<file path="src/rtl/ubd_pkg.sv">
// Shared constants and types for the descriptor status engine
package ubd_pkg;

    // ==================================================================
    // Descriptor table layout
    // ==================================================================
    localparam logic [10:0] BD_BASE_ADDR   = 11'h400;
    localparam logic [1:0]  BD_OFS_STATUS  = 2'h0;
    localparam logic [1:0]  BD_OFS_COUNT   = 2'h1;
    localparam logic [1:0]  BD_OFS_ADR_LO  = 2'h2;
    localparam logic [1:0]  BD_OFS_ADR_HI  = 2'h3;
    localparam int          BD_IDX_W       = 6;
    localparam int          CNT_W          = 10;

    // ==================================================================
    // Status byte field positions
    // ==================================================================
    localparam int OWNER_BIT      = 7;
    localparam int TOGGLE_BIT     = 6;
    localparam int TOG_CHECK_BIT  = 3;
    localparam int STALL_EN_BIT   = 2;
    localparam int PID_LSB        = 2;
    localparam int CNT_HI_LSB     = 0;

    // ==================================================================
    // Token PIDs, last fetch step and default FIFO depth
    // ==================================================================
    localparam logic [3:0] PID_OUT   = 4'h1;
    localparam logic [3:0] PID_IN    = 4'h9;
    localparam logic [3:0] PID_SETUP = 4'hd;
    localparam logic [2:0] FETCH_LAST = 3'h4;
    localparam int         FIFO_DEPTH = 32;

    // ==================================================================
    // Types
    // ==================================================================
    typedef enum logic [1:0] {UBD_HS_ACK, UBD_HS_NAK, UBD_HS_STALL} ubd_hs_e;

    typedef struct packed {
        logic [3:0]          pid;
        logic [BD_IDX_W-1:0] bd;
    } ubd_token_s;

    typedef struct packed {
        logic       err;
        logic       nodata;
        logic       toggle;
        logic       last;
        logic [7:0] data;
    } ubd_rx_word_s;

    typedef struct packed {
        logic [BD_IDX_W-1:0] bd;
        logic [3:0]          pid;
        logic [CNT_W-1:0]    count;
    } ubd_done_s;

endpackage : ubd_pkg

</file>
<file path="src/rtl/ubd_engine.sv">
// Serial engine descriptor handler with its receive FIFO
`timescale 1ns/100ps
`default_nettype none

// ======================================================================
// Receive FIFO
// ======================================================================
module ubd_fifo #(
    parameter int WIDTH = 12,
    parameter int DEPTH = 32
) (
    input  wire logic             core_clk,
    input  wire logic             srst,
    input  wire logic             in_valid,
    output logic                  in_ready,
    input  wire logic [WIDTH-1:0] in_data,
    output logic                  out_valid,
    input  wire logic             out_ready,
    output logic      [WIDTH-1:0] out_data
);
    localparam int AW = $clog2(DEPTH);
    typedef struct packed {
        logic [DEPTH-1:0][WIDTH-1:0] mem;
        logic [AW:0]                 wr_ptr;
        logic [AW:0]                 rd_ptr;
    } ubd_fifo_s;
    ubd_fifo_s fifo_reg;
    ubd_fifo_s fifo_next;
    logic      full;
    logic      empty;
    // Extra pointer bit tells full from empty
    assign empty     = fifo_reg.wr_ptr == fifo_reg.rd_ptr;
    assign full      = (fifo_reg.wr_ptr[AW] != fifo_reg.rd_ptr[AW])
                    && (fifo_reg.wr_ptr[AW-1:0] == fifo_reg.rd_ptr[AW-1:0]);
    assign in_ready  = !full;
    assign out_valid = !empty;
    assign out_data  = fifo_reg.mem[fifo_reg.rd_ptr[AW-1:0]];
    // Push and pop
    always_comb begin
        fifo_next = fifo_reg;
        if (in_valid && !full) begin
            fifo_next.mem[fifo_reg.wr_ptr[AW-1:0]] = in_data;
            fifo_next.wr_ptr = fifo_reg.wr_ptr + 1'b1;
        end
        if (out_ready && !empty) begin
            fifo_next.rd_ptr = fifo_reg.rd_ptr + 1'b1;
        end
    end
    always_ff @(posedge core_clk) begin
        if (srst) begin
            fifo_reg <= '0;
        end else begin
            fifo_reg <= fifo_next;
        end
    end
endmodule : ubd_fifo

// ======================================================================
// Descriptor engine
// ======================================================================
module ubd_engine
    import ubd_pkg::*;
#(
    parameter int RX_DEPTH = FIFO_DEPTH
) (
    input  wire logic                core_clk,
    input  wire logic                srst,
    input  wire logic                keep_ownership,
    input  wire logic                token_valid,
    input  wire ubd_pkg::ubd_token_s token,
    output logic                     token_ready,
    input  wire logic                rx_valid,
    input  wire ubd_pkg::ubd_rx_word_s rx_word,
    output logic                     rx_ready,
    output logic                     tx_valid,
    output logic [7:0]               tx_data,
    output logic                     tx_last,
    output logic                     tx_zero_len,
    input  wire logic                tx_ready,
    output logic                     hs_valid,
    output ubd_pkg::ubd_hs_e         hs_code,
    output logic                     ram_rd_en,
    output logic                     ram_wr_en,
    output logic [10:0]              ram_addr,
    output logic [7:0]               ram_wdata,
    input  wire logic [7:0]          ram_rdata,
    output logic                     endpoint_stall_set,
    output logic [5:0]               endpoint_stall_bd,
    output logic                     stall_irq,
    output logic                     transfer_done_flag,
    output ubd_pkg::ubd_done_s       transfer_status
);
    import ubd_pkg::*;
    typedef enum logic [3:0] {
        S_IDLE, S_FETCH, S_DECIDE, S_TX_RD, S_TX_WAIT, S_TX_CAP, S_TX_SEND,
        S_RX, S_WB_CNT, S_WB_STAT, S_FINISH
    } ubd_state_e;
    typedef struct packed {
        ubd_state_e          st;
        logic [2:0]          step;
        logic [3:0]          pid;
        logic [BD_IDX_W-1:0] bd;
        logic [7:0]          stat;
        logic [7:0]          cnt_lo;
        logic [15:0]         adr;
        logic [CNT_W-1:0]    idx;
        logic                over;
        logic                tog_bad;
        logic                err;
        logic                tx_valid;
        logic [7:0]          tx_data;
        logic                tx_last;
        logic                tx_zero;
        logic                hs_valid;
        ubd_hs_e             hs_code;
        logic                ram_rd;
        logic                ram_wr;
        logic [10:0]         ram_addr;
        logic [7:0]          ram_wdata;
        logic                stall_set;
        logic                done;
        ubd_done_s           status;
    } ubd_eng_s;
    ubd_eng_s       eng_reg;
    ubd_eng_s       eng_next;
    ubd_rx_word_s   fifo_word;
    logic           fifo_valid;
    logic           fifo_pop;
    logic [10:0]    bd_addr;
    logic [CNT_W-1:0] max_cnt;
    logic           tog_check;
    logic           stall_en;
    // Received data is buffered so link bytes keep flowing during RAM writes
    ubd_fifo #(
        .WIDTH ($bits(ubd_rx_word_s)),
        .DEPTH (RX_DEPTH)
    ) u_rx_fifo (
        .core_clk  (core_clk),
        .srst      (srst),
        .in_valid  (rx_valid),
        .in_ready  (rx_ready),
        .in_data   (rx_word),
        .out_valid (fifo_valid),
        .out_ready (fifo_pop),
        .out_data  (fifo_word)
    );
    // Decoded descriptor fields
    assign bd_addr   = BD_BASE_ADDR + {3'h0, eng_reg.bd, 2'h0};
    assign max_cnt   = {eng_reg.stat[CNT_HI_LSB+1:CNT_HI_LSB], eng_reg.cnt_lo};
    assign tog_check = eng_reg.stat[TOG_CHECK_BIT];
    assign stall_en  = eng_reg.stat[STALL_EN_BIT];
    // Pop only while receiving and no RAM write is still on the port
    assign fifo_pop  = (eng_reg.st == S_RX) && !eng_reg.ram_wr;
    assign token_ready = eng_reg.st == S_IDLE;
    // Outputs straight from the state flops
    assign tx_valid           = eng_reg.tx_valid;
    assign tx_data            = eng_reg.tx_data;
    assign tx_last            = eng_reg.tx_last;
    assign tx_zero_len        = eng_reg.tx_zero;
    assign hs_valid           = eng_reg.hs_valid;
    assign hs_code            = eng_reg.hs_code;
    assign ram_rd_en          = eng_reg.ram_rd;
    assign ram_wr_en          = eng_reg.ram_wr;
    assign ram_addr           = eng_reg.ram_addr;
    assign ram_wdata          = eng_reg.ram_wdata;
    assign endpoint_stall_set = eng_reg.stall_set;
    assign endpoint_stall_bd  = eng_reg.bd;
    assign stall_irq          = eng_reg.stall_set;
    assign transfer_done_flag = eng_reg.done;
    assign transfer_status    = eng_reg.status;
    // Next-state logic
    always_comb begin
        eng_next           = eng_reg;
        eng_next.hs_valid  = 1'b0;
        eng_next.ram_rd    = 1'b0;
        eng_next.ram_wr    = 1'b0;
        eng_next.stall_set = 1'b0;
        eng_next.done      = 1'b0;
        unique case (eng_reg.st)
            S_IDLE: begin
                if (token_valid) begin
                    eng_next.pid      = token.pid;
                    eng_next.bd       = token.bd;
                    eng_next.step     = 3'h0;
                    eng_next.ram_rd   = 1'b1;
                    eng_next.ram_addr = BD_BASE_ADDR + {3'h0, token.bd, BD_OFS_STATUS};
                    eng_next.st       = S_FETCH;
                end
            end
            S_FETCH: begin
                // RAM answers one cycle after the read, so capture trails issue
                eng_next.step = eng_reg.step + 3'h1;
                unique case (eng_reg.step)
                    3'h0: begin
                        eng_next.ram_rd   = 1'b1;
                        eng_next.ram_addr = bd_addr + {9'h0, BD_OFS_COUNT};
                    end
                    3'h1: begin
                        eng_next.stat     = ram_rdata;
                        eng_next.ram_rd   = 1'b1;
                        eng_next.ram_addr = bd_addr + {9'h0, BD_OFS_ADR_LO};
                    end
                    3'h2: begin
                        eng_next.cnt_lo   = ram_rdata;
                        eng_next.ram_rd   = 1'b1;
                        eng_next.ram_addr = bd_addr + {9'h0, BD_OFS_ADR_HI};
                    end
                    3'h3: eng_next.adr[7:0] = ram_rdata;
                    default: begin
                        eng_next.adr[15:8] = ram_rdata;
                        eng_next.st        = S_DECIDE;
                    end
                endcase
            end
            S_DECIDE: begin
                eng_next.idx     = '0;
                eng_next.over    = 1'b0;
                eng_next.tog_bad = 1'b0;
                eng_next.err     = 1'b0;
                if (!eng_reg.stat[OWNER_BIT]) begin
                    // Core still owns it: touch nothing
                    eng_next.hs_valid = 1'b1;
                    eng_next.hs_code  = UBD_HS_NAK;
                    eng_next.st       = S_IDLE;
                end else if (stall_en && eng_reg.pid != PID_SETUP) begin
                    // Descriptor left as is, owner flag stays set
                    eng_next.hs_valid  = 1'b1;
                    eng_next.hs_code   = UBD_HS_STALL;
                    eng_next.stall_set = 1'b1;
                    eng_next.st        = S_IDLE;
                end else if (eng_reg.pid == PID_IN) begin
                    eng_next.st = S_TX_RD;
                end else begin
                    eng_next.st = S_RX;
                end
            end
            S_TX_RD: begin
                if (max_cnt == '0) begin
                    eng_next.tx_valid = 1'b1;
                    eng_next.tx_last  = 1'b1;
                    eng_next.tx_zero  = 1'b1;
                    eng_next.st       = S_TX_SEND;
                end else begin
                    eng_next.ram_rd   = 1'b1;
                    eng_next.ram_addr = eng_reg.adr[10:0] + {1'b0, eng_reg.idx};
                    eng_next.st       = S_TX_WAIT;
                end
            end
            S_TX_WAIT: eng_next.st = S_TX_CAP;
            S_TX_CAP: begin
                eng_next.tx_valid = 1'b1;
                eng_next.tx_data  = ram_rdata;
                eng_next.tx_last  = (eng_reg.idx + 10'h1) == max_cnt;
                eng_next.tx_zero  = 1'b0;
                eng_next.st       = S_TX_SEND;
            end
            S_TX_SEND: begin
                if (tx_ready) begin
                    eng_next.tx_valid = 1'b0;
                    eng_next.tx_last  = 1'b0;
                    eng_next.tx_zero  = 1'b0;
                    if (eng_reg.tx_zero) begin
                        eng_next.st = S_WB_CNT;
                    end else begin
                        eng_next.idx = eng_reg.idx + 10'h1;
                        eng_next.st  = eng_reg.tx_last ? S_WB_CNT : S_TX_RD;
                    end
                end
            end
            S_RX: begin
                if (fifo_pop && fifo_valid) begin
                    if (fifo_word.err) begin
                        eng_next.err = 1'b1;
                    end
                    // Expected toggle only matters with checking on
                    if (tog_check && fifo_word.toggle != eng_reg.stat[TOGGLE_BIT]) begin
                        eng_next.tog_bad = 1'b1;
                    end
                    if (!fifo_word.nodata) begin
                        if (eng_reg.idx == max_cnt) begin
                            eng_next.over = 1'b1;
                        end else begin
                            eng_next.idx = eng_reg.idx + 10'h1;
                            // Bad toggle data never lands in the buffer
                            if (!eng_next.tog_bad) begin
                                eng_next.ram_wr    = 1'b1;
                                eng_next.ram_addr  = eng_reg.adr[10:0] + {1'b0, eng_reg.idx};
                                eng_next.ram_wdata = fifo_word.data;
                            end
                        end
                    end
                    if (fifo_word.last) begin
                        eng_next.hs_valid = 1'b1;
                        if (eng_next.err || eng_next.over) begin
                            eng_next.hs_code = UBD_HS_NAK;
                            eng_next.st      = S_IDLE;
                        end else if (eng_next.tog_bad) begin
                            eng_next.hs_code = UBD_HS_ACK;
                            eng_next.st      = S_IDLE;
                        end else begin
                            eng_next.hs_code = UBD_HS_ACK;
                            eng_next.st      = S_WB_CNT;
                        end
                    end
                end
            end
            S_WB_CNT: begin
                // Count goes out before the owner flag is released
                eng_next.ram_wr    = 1'b1;
                eng_next.ram_addr  = bd_addr + {9'h0, BD_OFS_COUNT};
                eng_next.ram_wdata = eng_reg.idx[7:0];
                eng_next.st        = S_WB_STAT;
            end
            S_WB_STAT: begin
                // Status byte last; bit 6 rewritten with the value read back
                eng_next.ram_wr   = 1'b1;
                eng_next.ram_addr = bd_addr + {9'h0, BD_OFS_STATUS};
                eng_next.ram_wdata[OWNER_BIT]  = keep_ownership;
                eng_next.ram_wdata[TOGGLE_BIT] = eng_reg.stat[TOGGLE_BIT];
                eng_next.ram_wdata[PID_LSB+3:PID_LSB] = eng_reg.pid;
                eng_next.ram_wdata[CNT_HI_LSB+1:CNT_HI_LSB] = eng_reg.idx[9:8];
                eng_next.st       = S_FINISH;
            end
            S_FINISH: begin
                eng_next.done         = 1'b1;
                eng_next.status.bd    = eng_reg.bd;
                eng_next.status.pid   = eng_reg.pid;
                eng_next.status.count = eng_reg.idx;
                eng_next.st           = S_IDLE;
            end
            default: eng_next.st = S_IDLE;
        endcase
    end
    // State register
    always_ff @(posedge core_clk) begin
        if (srst) begin
            eng_reg         <= '0;
            eng_reg.st      <= S_IDLE;
            eng_reg.hs_code <= UBD_HS_ACK;
        end else begin
            eng_reg <= eng_next;
        end
    end
endmodule : ubd_engine
`default_nettype wire

</file>
<file path="config.mk">
export PLATFORM = sky130hd
export DESIGN_NAME = ubd_engine
export DESIGN_NICKNAME = d
export VERILOG_FILES = /design/src/rtl/ubd_pkg.sv /design/src/rtl/ubd_engine.sv
export SDC_FILE = /design/constraint.sdc
export NUM_CORES = 1
export LEC_CHECK = 0
export BUFFER_PORTS_ARGS = -buffer_cell sky130_fd_sc_hd__buf_2
export CAP_MARGIN = 20
export CORE_MARGIN = 4
export CORE_UTILIZATION = 35
export DETAILED_ROUTE_END_ITERATION = 6
export GPL_TIMING_DRIVEN = 0
export PLACE_DENSITY = 0.54
export SLEW_MARGIN = 20
export SYNTH_ARGS = -nofsm -noshare
export SYNTH_HDL_FRONTEND = slang
export SYNTH_SLANG_ARGS = --single-unit
</file>
<file path="constraint.sdc">
create_clock -name core_clk -period 4.11 [get_ports core_clk]
set_input_delay 0.411 -clock core_clk [delete_from_list [all_inputs] [get_ports core_clk]]
set_output_delay 0.411 -clock core_clk [all_outputs]
set_load 0.005 [all_outputs]
</file>
=== After elaboration in Yosys (flattened, before gate mapping) ===
Index checks and enable logic that the tools add are counted.

* Logic and storage cells: 212
* Bits in registers: 510

* $add $sub $neg: 10
* Equality and inequality tests: 34
* Muxes and demuxes: 64
* Bitwise gates (word level): 3
* Order comparisons: 3
* Reductions and logical operators: 37

{| class="wikitable"
|+ Operators by type and width
! kind !! number
|-
| bitwise mux 384 bit || 1
|-
| 2-to-1 mux 20 bit || 4
|-
| case mux 11 bit (6 select lines) || 1
|-
| binary-select mux 12 bit (select 5 bit) || 1
|-
| demux 12 bit (select 5 bit) || 1
|-
| 2-to-1 mux 11 bit || 5
|-
| 2-to-1 mux 4 bit || 10
|-
| case mux 4 bit (10 select lines) || 1
|-
| case mux 11 bit (3 select lines) || 1
|-
| 2-to-1 mux 10 bit || 3
|-
| case mux 10 bit (3 select lines) || 1
|-
| 2-to-1 mux 12 bit || 2
|-
| case mux 8 bit (3 select lines) || 1
|-
| adder 11 x 2 -> 11 bit, second input constant || 2
|-
| adder 11 x 8 -> 11 bit, first input constant || 2
|-
| 2-to-1 mux 21 bit || 1
|-
| == test 10 bit || 2
|-
| != test 2 bit, second input constant || 10
|-
| case mux 3 bit (2 select lines) || 3
|-
| 2-to-1 mux 17 bit || 1
|-
| == test 4 x 3 -> 1 bit, second input constant || 4
|-
| == test 4 bit, second input constant || 4
|-
| 2-to-1 mux 3 bit || 5
|-
| 2-to-1 mux 1 bit || 14
|-
| other kinds (42) || 71
|}

=== Logic depth before layout (Yosys ltp) ===
Gate-level depths: netlist of the first run.

* Word-level depth: 12
* Mapped depth: 13

=== Hierarchy ===
From an unflattened synthesis of the first run, not the netlist that was laid out.

* Cell total of the unflattened synthesis: 2459
* Area total of the unflattened synthesis: 24168.2 um^2

{| class="wikitable"
|+ Modules (own cells, without submodules)
! module !! times used !! seq. area each (um^2) !! cells an instance !! area an instance (um^2)
|-
| ubd_fifo || 1 || 7927.6 || 1673 || 18084.8
|-
| ubd_engine || 1 || 2242.2 || 786 || 6083.3
|}

=== Least setup slack after synthesis of the first run ===
No wires, ideal clock.

* Path kind: register to register
* From: reg u_rx_fifo.fifo_reg[0] in the netlist's numbering
* To: reg eng_reg, in the netlist ram_wdata[3]
* Stages on the path, launching flop included: 11
* Buffers on the path: 5
* Slack: 1166 ps
* Library setup time: 132 ps
* Arrival: 2813 ps
* Clock period less this slack: 2944 ps
* Cell sequence: dfxtp_1 buf_2 buf_6 buf_6 buf_2 buf_2 mux4_2 mux4_2 mux2_2 mux2i_1 o22ai_1

* Longest elaborated chain between the ends: 9
* Elaborated cells between the ends (all ways): 19
* Classes of those cells: eq/ne: 5; mux: 10; reduce/logical: 4

{| class="wikitable"
|+ Ends and longest elaborated chain
! what !! line !! source
|-
| start: declaration || ubd_engine.sv:27 || <nowiki>ubd_fifo_s fifo_reg;</nowiki>
|-
| start signal: assignment || ubd_engine.sv:53 || <nowiki>fifo_reg <= fifo_next;</nowiki>
|-
| binary-select mux 12 bit (select 5 bit) || ubd_engine.sv:37 || <nowiki>assign out_data = fifo_reg.mem[fifo_reg.rd_ptr[AW-1:0]];</nowiki>
|-
| 2-to-1 mux 12 bit (not written as such) || ubd_engine.sv:37 ||
|-
| != test 1 bit || ubd_engine.sv:276 || <nowiki>if (tog_check && fifo_word.toggle != eng_reg.stat[TOGGLE_BIT]) begin</nowiki>
|-
| logical AND 1 bit || ubd_engine.sv:276 ||
|-
| 2-to-1 mux 1 bit || ubd_engine.sv:276 ||
|-
| 2-to-1 mux 1 bit || ubd_engine.sv:271 || <nowiki>if (fifo_pop && fifo_valid) begin</nowiki>
|-
| 2-to-1 mux 1 bit || ubd_engine.sv:179 || <nowiki>unique case (eng_reg.st)</nowiki>
|-
| != test 2 bit (no source line) || n/a ||
|-
| AND reduction 5 bit (no source line) || n/a ||
|-
| end signal: assignment || ubd_engine.sv:341 || <nowiki>eng_reg <= eng_next;</nowiki>
|-
| end: declaration || ubd_engine.sv:124 || <nowiki>ubd_eng_s eng_reg;</nowiki>
|}

Parallel ways exist; a longest one is shown, timed or not. The select of a mux whose other input is x is not followed.
A chain may end at the register's enable or synchronous reset.

=== Worst setup path after layout of the first run ===
* From: reg u_rx_fifo.fifo_reg[0] in the netlist's numbering
* To: reg eng_reg, in the netlist ram_wdata[6]

The elaborated chain is that of the path after synthesis.

==> run_results.csv, run 1 <==
group,metric,value,unit
logic_synthesis,syn-instance-count,2356,
route,drc,0,
cells_and_area,syn_to_final_growth,15.1,%
global_route,grt_pass1_vias,17715,
cells_and_area,final_cell_mix,"508 x dfxtp_1, 453 x nor2_1, 373 x mux2i_1",
critical_path,critPathCaptureType,"flip-flop",
critical_path,startpoint_type,"flip-flop",
route,postRouteAntennaNets,0,
sta,final_max_slew_viol_count,0,
die,placementRows,94,
worst_hold_path,hp-start,"token[4]",
cells_and_area,nFillCells,6416,
logic_synthesis,yosysUniqueCellTypes,66,
die,core,65700,um^2
cts,insertion_delay,0.63,ns
critical_path,critPathMaxStageDelay,0.76,ns
cts,cts_max_level,2,
logic_synthesis,synth_area_per_cell,9.83,um^2
critical_path,cp_max_fo,10,
critical_path,worstPathCellList,"buf_2 -> buf_6 -> buf_6 -> buf_1 -> mux4_2 -> mux4_2 -> mux2_2 -> mux2i_1 -> o22ai_1",
cells_and_area,largest_register_ffs,396,
die,die_h,265,um
logic_synthesis,synth-seq-cells,508,
logic_synthesis,synthesis.area,23200,um^2
global_route,grt_pass1_wl,115,mm
cts,clk_path_buf_depth,3,
cells_and_area,drive_above_1_share,17.4,%
cts,cts_root_buffer,"clkbuf_16",
placement,portBuffers,101,
logic_synthesis,ys_warn_count,0,
route,vias_per_cell,5.31,
pwr,power_density,432,nW/um^2
worst_hold_path,hold_end,"endpoint_stall_bd[4]$_SDFFE_PP0P_",
logic_synthesis,synth_top_area_share,43.9,%
critical_path,crit_type,"reg2reg",
critical_path,r2r_cells,9,
cts,cts_buffers,55,
critical_path,critPathBufInv,4,
global_route,grt_overflow_total,0,
logic_synthesis,ys_seq_area_share,43.9,%
placement,place_area,24800,um^2
sta,fin_skew,0.0423,ns
die,die_w,265,um
sta,maxSlewHeadroom,29.4,%
cells_and_area,fin_nets,2572,
cells_and_area,design_area,26700,um^2
critical_path,timing.rr.end,"ram_wdata[6]$_SDFFE_PP0P_",
global_route,grt_usage,21.5,%
logic_synthesis,synth_async_sr_flop_share,0,%
logic_synthesis,synth_edf_count,0,
logic_synthesis,yosysTopAreaCell,"dfxtp_1",
critical_path,cpLargestDelayFamily,"multiplexers",
sta,post-route-period-util,92.9,%
placement,place_hpwl,57.0,mm
logic_synthesis,ys_top_cells_by_area,"dfxtp_1 44%, mux2i_1 16%, mux4_2 11%",
route,dr.pass1.iters,5,
pwr,vdd_drop_max,321,uV
worst_hold_path,worst_hold_path.num_cells,3,
cts,clkTransAtPathRegs,0.06,ns
status,status,"finished, final reports clean",
global_route,busiest_layer,"met2",
cts,cts_sinks,508,
die,start_util,35.2,%
pwr,fin_total_pwr,0.0115,W
critical_path,worst_ep_required_time,4.60,ns
global_route,grtUsageMet1,28.9,%
critical_path,rrSetupSlack,0.29,ns
sta,tightestPinTransition,1.06,ns
pwr,cellLeakagePower,9.50,nW
critical_path,crit_arrival,4.31,ns
cells_and_area,multi_input_area,11700,um^2
worst_hold_path,hp-class,"in2reg",
sta,fin_crit,3.82,ns
logic_synthesis,synth.net_count,2414,
global_route,use_met3,3.34,%
route,routed-via-count,18182,
cts,cts_tree,"built",
sta,hold_slack,0.0456,ns
die,die-area,70400,um^2
cts,cts_setup_buffers,0,
route,detail_route.wl_per_cell,22.8,um
sta,final_hold_viol_count,0,
route,routed_wirelength,78.1,mm
placement,place.gp.congestion,0.906,
cells_and_area,final_common_cell,"dfxtp_1",
cells_and_area,regArea,10200,um^2
critical_path,r2r_start,"u_rx_fifo.fifo_reg[0]$_SDFFE_PP0P_",
cts,cts_hold_buffers,0,
job,cap_violations,0,
critical_path,slowest_stage,"buf_1",
sta,fmax,262,MHz
global_route,antenna_found_initial,2,
die,num_io_pins,102,
logic_synthesis,ys.flop_type,"dfxtp_1",
route,drt_iter0_drc,1618,
sta,rsz0062_at_grt,"no",
global_route,grt_max_degree,16,
sta,setup_viol,0,
global_route,grtUsageMet2,35.0,%
[worst max-delay path by stage]
stage | start | endpoint | slack (ns) | depth (start not counted)
after floorplan | u_rx_fifo.fifo_reg[0]$_SDFFE_PP0P_ | ram_wdata[3]$_SDFFE_PP0P_ | 1.17 | 10
after global placement | u_rx_fifo.fifo_reg[1]$_SDFFE_PP0P_ | ram_wdata[6]$_SDFFE_PP0P_ | -0.23 | 11
after detailed placement | u_rx_fifo.fifo_reg[1]$_SDFFE_PP0P_ | ram_wdata[6]$_SDFFE_PP0P_ | -0.28 | 11
after CTS | u_rx_fifo.fifo_reg[0]$_SDFFE_PP0P_ | ram_wdata[6]$_SDFFE_PP0P_ | 0.02 | 10
after global routing | u_rx_fifo.fifo_reg[0]$_SDFFE_PP0P_ | ram_wdata[6]$_SDFFE_PP0P_ | 0.03 | 9
final | u_rx_fifo.fifo_reg[0]$_SDFFE_PP0P_ | ram_wdata[6]$_SDFFE_PP0P_ | 0.29 | 9
[layer usage]
metal / part of all wire, % / wire [um] / vias to the layer above
li1: - / - / 8387
met1: 43 / 33500 / 8971
met2: 46 / 36200 / 665
met3: 6.8 / 5280 / 157
met4: 3.9 / 3080 / 2
met5: 0.017 / 13 / -
[power breakdown]
part	internal, W	total [W]	switching, W
Clock	0.00304	0.00517	0.00213
Sequential	0.00503	0.00513	0.0000965
Combinational	0.000421	0.00123	0.000807
[final cells by class]
type | count | share of cell area [%]
clock buffer | 80 | 6.07
buffer | 249 | 4.79
tap | 864 | 4.05
timing repair buffer | 102 | 1.92
clock inverter | 20 | 0.976
antenna | 1 | 0.00938
inverter | 13 | 0.183
multi-input combinational | 1585 | 43.9
sequential | 508 | 38.1
[synthesized netlist by cell type, types with 5 or more instances]
master,n
dfxtp_1,508
nor2_1,453
mux2i_1,373
nand2_1,230
clkbuf_1,134
a21oi_1,130
mux4_2,111
buf_4,58
buf_2,43
xor2_1,31
nand3_1,28
ha_1,21
o21ai_0,21
xnor2_1,16
inv_1,13
mux2_2,13
nand3b_1,12
nor3_1,12
nor2b_1,10
or2_2,10
buf_1,9
nand2b_1,7
o22ai_1,7
buf_6,6
nor4_1,6
and3_1,5
nand4_1,5
o21a_1,5
o31ai_1,5
[through the flow]
stage               worst slack, ns  setup TNS, ns  instances  utilization, %
floorplan                      1.17              0       2356               -
global placement             -0.231          -1.14       3321            37.7
detailed placement           -0.279          -1.46       3322            37.7
CTS                          0.0178              0       3422            40.6
global route                 0.0266              0       3421            40.6
finish                        0.292              0       3422            40.6
[what timing repair did]
action                     CTS  global route
gates cloned                 0             0
resized for setup            5             4
setup endpoints to repair    8             6
[worst min-delay path: cells and delay by family]
kind,cells,cell delay (ns)
and+or+nand+nor,1,0.05
AOI/OAI and AO/OA,1,0.05
buffers and inverters,1,0.11
[kinds of logic (layout without fill, tap and decap cells)]
group | after synthesis | after routing | share of synthesized area [%]
other | 0 | 1 | 0
XOR/XNOR | 47 | 47 | 1.78
buffers and inverters | 263 | 464 | 5.63
multiplexers | 498 | 498 | 27.6
flip-flops | 508 | 508 | 43.9
AO/OA/AOI/OAI | 216 | 216 | 5.59
AND/OR/NAND/NOR | 802 | 802 | 14.3
adder cells (fa/ha/maj) | 22 | 22 | 1.22
Power figures use the tool's default switching activity.
==> inputs of run 2 (changes only) <==
--- a/config.mk
+++ b/config.mk
@@ -7,11 +7,11 @@
 export LEC_CHECK = 0
 export BUFFER_PORTS_ARGS = -buffer_cell sky130_fd_sc_hd__buf_2
 export CAP_MARGIN = 20
-export CORE_MARGIN = 4
+export CORE_MARGIN = 3
 export CORE_UTILIZATION = 35
 export DETAILED_ROUTE_END_ITERATION = 6
 export GPL_TIMING_DRIVEN = 0
-export PLACE_DENSITY = 0.54
+export PLACE_DENSITY = 0.56
 export SLEW_MARGIN = 20
 export SYNTH_ARGS = -nofsm -noshare
 export SYNTH_HDL_FRONTEND = slang
==> constraint.sdc (replaced) <==
create_clock -name core_clk -period 3.4 [get_ports core_clk]
set_input_delay 0.34 -clock core_clk [delete_from_list [all_inputs] [get_ports core_clk]]
set_output_delay 0.34 -clock core_clk [all_outputs]
set_load 0.005 [all_outputs]
==> run 2 against run 1 <==
Effect of this change:
- critical path type unchanged
- core utilization is 0.69 points higher
- cell area increased by 0.44%
- power up 19%
- sequential cell count unchanged
- global-route usage rose by 0.25 points
- critical path depth rose by 1
==> run_results.csv, run 2 (synthesized netlist as in run 1, its figures left out) <==
group,metric,value,unit
global_route,grt_usage,21.8,%
status,status,"finished, final reports clean",
cells_and_area,largest_register_ffs,396,
critical_path,critPathMaxStageDelay,0.49,ns
sta,rsz0062_at_grt,"no",
sta,timing.final.ws_setup,0.0785,ns
cts,cts_sinks,508,
critical_path,cp_max_fo,10,
placement,preCtsSetupSlack,-0.917,ns
global_route,grt_overflow_total,0,
sta,post-route-period-util,97.7,%
route,dr.pass1.iters,5,
die,die_w,263,um
global_route,grt_pass1_vias,18110,
die,core,64900,um^2
cts,cts_tree,"built",
die,placementRows,93,
cells_and_area,syn_to_final_growth,15.6,%
cts,clkTransAtPathRegs,0.06,ns
global_route,antenna_found_initial,1,
die,die_h,263,um
cells_and_area,final_common_cell,"dfxtp_1",
cts,cts_setup_buffers,0,
sta,tightestPinTransition,1.03,ns
placement,place_hpwl,57.2,mm
sta,fin_crit,3.32,ns
route,drc,0,
critical_path,path_common_cell,"buf_6",
critical_path,startpoint_type,"flip-flop",
cts,insertion_delay,0.63,ns
critical_path,critPathBufInv,5,
cells_and_area,fin_nets,2578,
route,drt_iter0_drc,1670,
job,cap_violations,0,
cells_and_area,final_cell_mix,"506 x dfxtp_1, 448 x nor2_1, 373 x mux2i_1",
cts,clk_path_buf_depth,3,
worst_hold_path,hp-class,"in2reg",
sta,fin_skew,0.0557,ns
global_route,grt_max_degree,17,
sta,setup_viol,0,
critical_path,cpLargestDelayFamily,"multiplexers",
pwr,cellLeakagePower,9.55,nW
critical_path,critPathCaptureType,"flip-flop",
sta,maxSlewHeadroom,31.1,%
cts,cts_max_level,2,
route,routed_wirelength,77.8,mm
pwr,power_density,514,nW/um^2
route,detail_route.wl_per_cell,22.7,um
placement,portBuffers,101,
cts,cts_root_buffer,"clkbuf_16",
cells_and_area,nFillCells,6354,
pwr,vdd_drop_max,398,uV
route,postRouteAntennaNets,0,
pwr,fin_total_pwr,0.0138,W
critical_path,worst_ep_required_time,3.87,ns
sta,setup_tns,0,ns
critical_path,crit_arrival,3.79,ns
sta,hold_slack,0.0276,ns
placement,place.gp.congestion,0.916,
cts,cts_buffers,56,
die,start_util,35.7,%
critical_path,crit_type,"reg2reg",
cells_and_area,drive_above_1_share,17.9,%
critical_path,worstPathCellList,"buf_6 -> buf_4 -> buf_6 -> buf_6 -> buf_2 -> mux4_2 -> mux4_2 -> mux2_2 -> nor2_1 -> o32ai_2",
route,routed-via-count,18320,
sta,fmax,301,MHz
sta,final_max_slew_viol_count,0,
sta,final_hold_viol_count,0,
die,num_io_pins,102,
route,vias_per_cell,5.36,
global_route,grt_pass1_wl,115,mm
die,die-area,69300,um^2
critical_path,slowest_stage,"mux4_2",
[run 2: cell count changes in the layout (fill, tap and decap cells not counted), moves of 5 or more]
cell | before | now
clkbuf_2 | 1 | 6
nor2_1 | 453 | 448
dlygate4sd3_1 | 0 | 6
buf_2 | 140 | 131
[run 2: worst reg2reg max path, delay by kind of cell, from the launching register on]
kind / cells / cell delay [ns]
AO/OA/AOI/OAI: 1 / 0.09
flip-flops: 1 / 0.34
AND/OR/NAND/NOR: 1 / 0.14
multiplexers: 3 / 1.31
buffers and inverters: 5 / 1.30
[run 2: final cells by class]
type / instances / area [um^2] / share of cell area [%]
buffer: 249 / 1360 / 5.07
sequential: 508 / 10200 / 38.0
tap: 855 / 1070 / 3.99
clock inverter: 12 / 136 / 0.509
clock buffer: 89 / 1710 / 6.37
inverter: 13 / 48.8 / 0.182
timing repair buffer: 107 / 566 / 2.11
multi-input combinational: 1585 / 11700 / 43.8
antenna: 1 / 2.50 / 0.00934
[run 2: stage by stage]
step	area (um^2)	std cells	utilization [%]
finish	26800	3419	41.3
global route	26800	3418	41.3
CTS	26700	3418	41.2
detailed placement	24800	3312	38.1
global placement	24700	3312	38.1
floorplan	23200	2356	-
[run 2: routing by layer]
layer	GRT usage [%]	part of all wire (%)	wire length, um
met5	0	0	0
met4	11.2	5.6	4330
met1	28.0	42	32900
met3	4.09	6.9	5400
met2	34.9	45	35100
[run 2: path summary, 6_finish.rpt]
check                                             end  cells after the start  slack (ns)                          startpoint
hold reg to reg      transfer_status[16]$_SDFFE_PP0P_                      2        0.45    transfer_status[16]$_SDFFE_PP0P_
setup reg to reg            ram_wdata[2]$_SDFFE_PP0P_                     10        0.08  u_rx_fifo.fifo_reg[1]$_SDFFE_PP0P_
hold / removal    u_rx_fifo.fifo_reg[89]$_SDFFE_PP0P_                      3        0.03                          rx_word[5]
setup / recovery            ram_wdata[2]$_SDFFE_PP0P_                     10        0.08  u_rx_fifo.fifo_reg[1]$_SDFFE_PP0P_
[run 2: where the power goes]
group	switching [W]	total [W]	internal [W]	leakage, nW
combinational	0.000986	0.00150	0.000514	4.54
sequential	0.000124	0.00621	0.00609	4.10
clock	0.00255	0.00605	0.00350	0.908
total	0.00366	0.0138	0.0101	9.55
[run 2: timing repair]
| item | 4_1_cts | 5_1_grt |
|---|---|---|
| endpoints found under the hold margin | 7 | 0 |
| resized for setup | 45 | 23 |
| setup endpoints to repair | 77 | 167 |
| hold buffers | 6 | 0 |
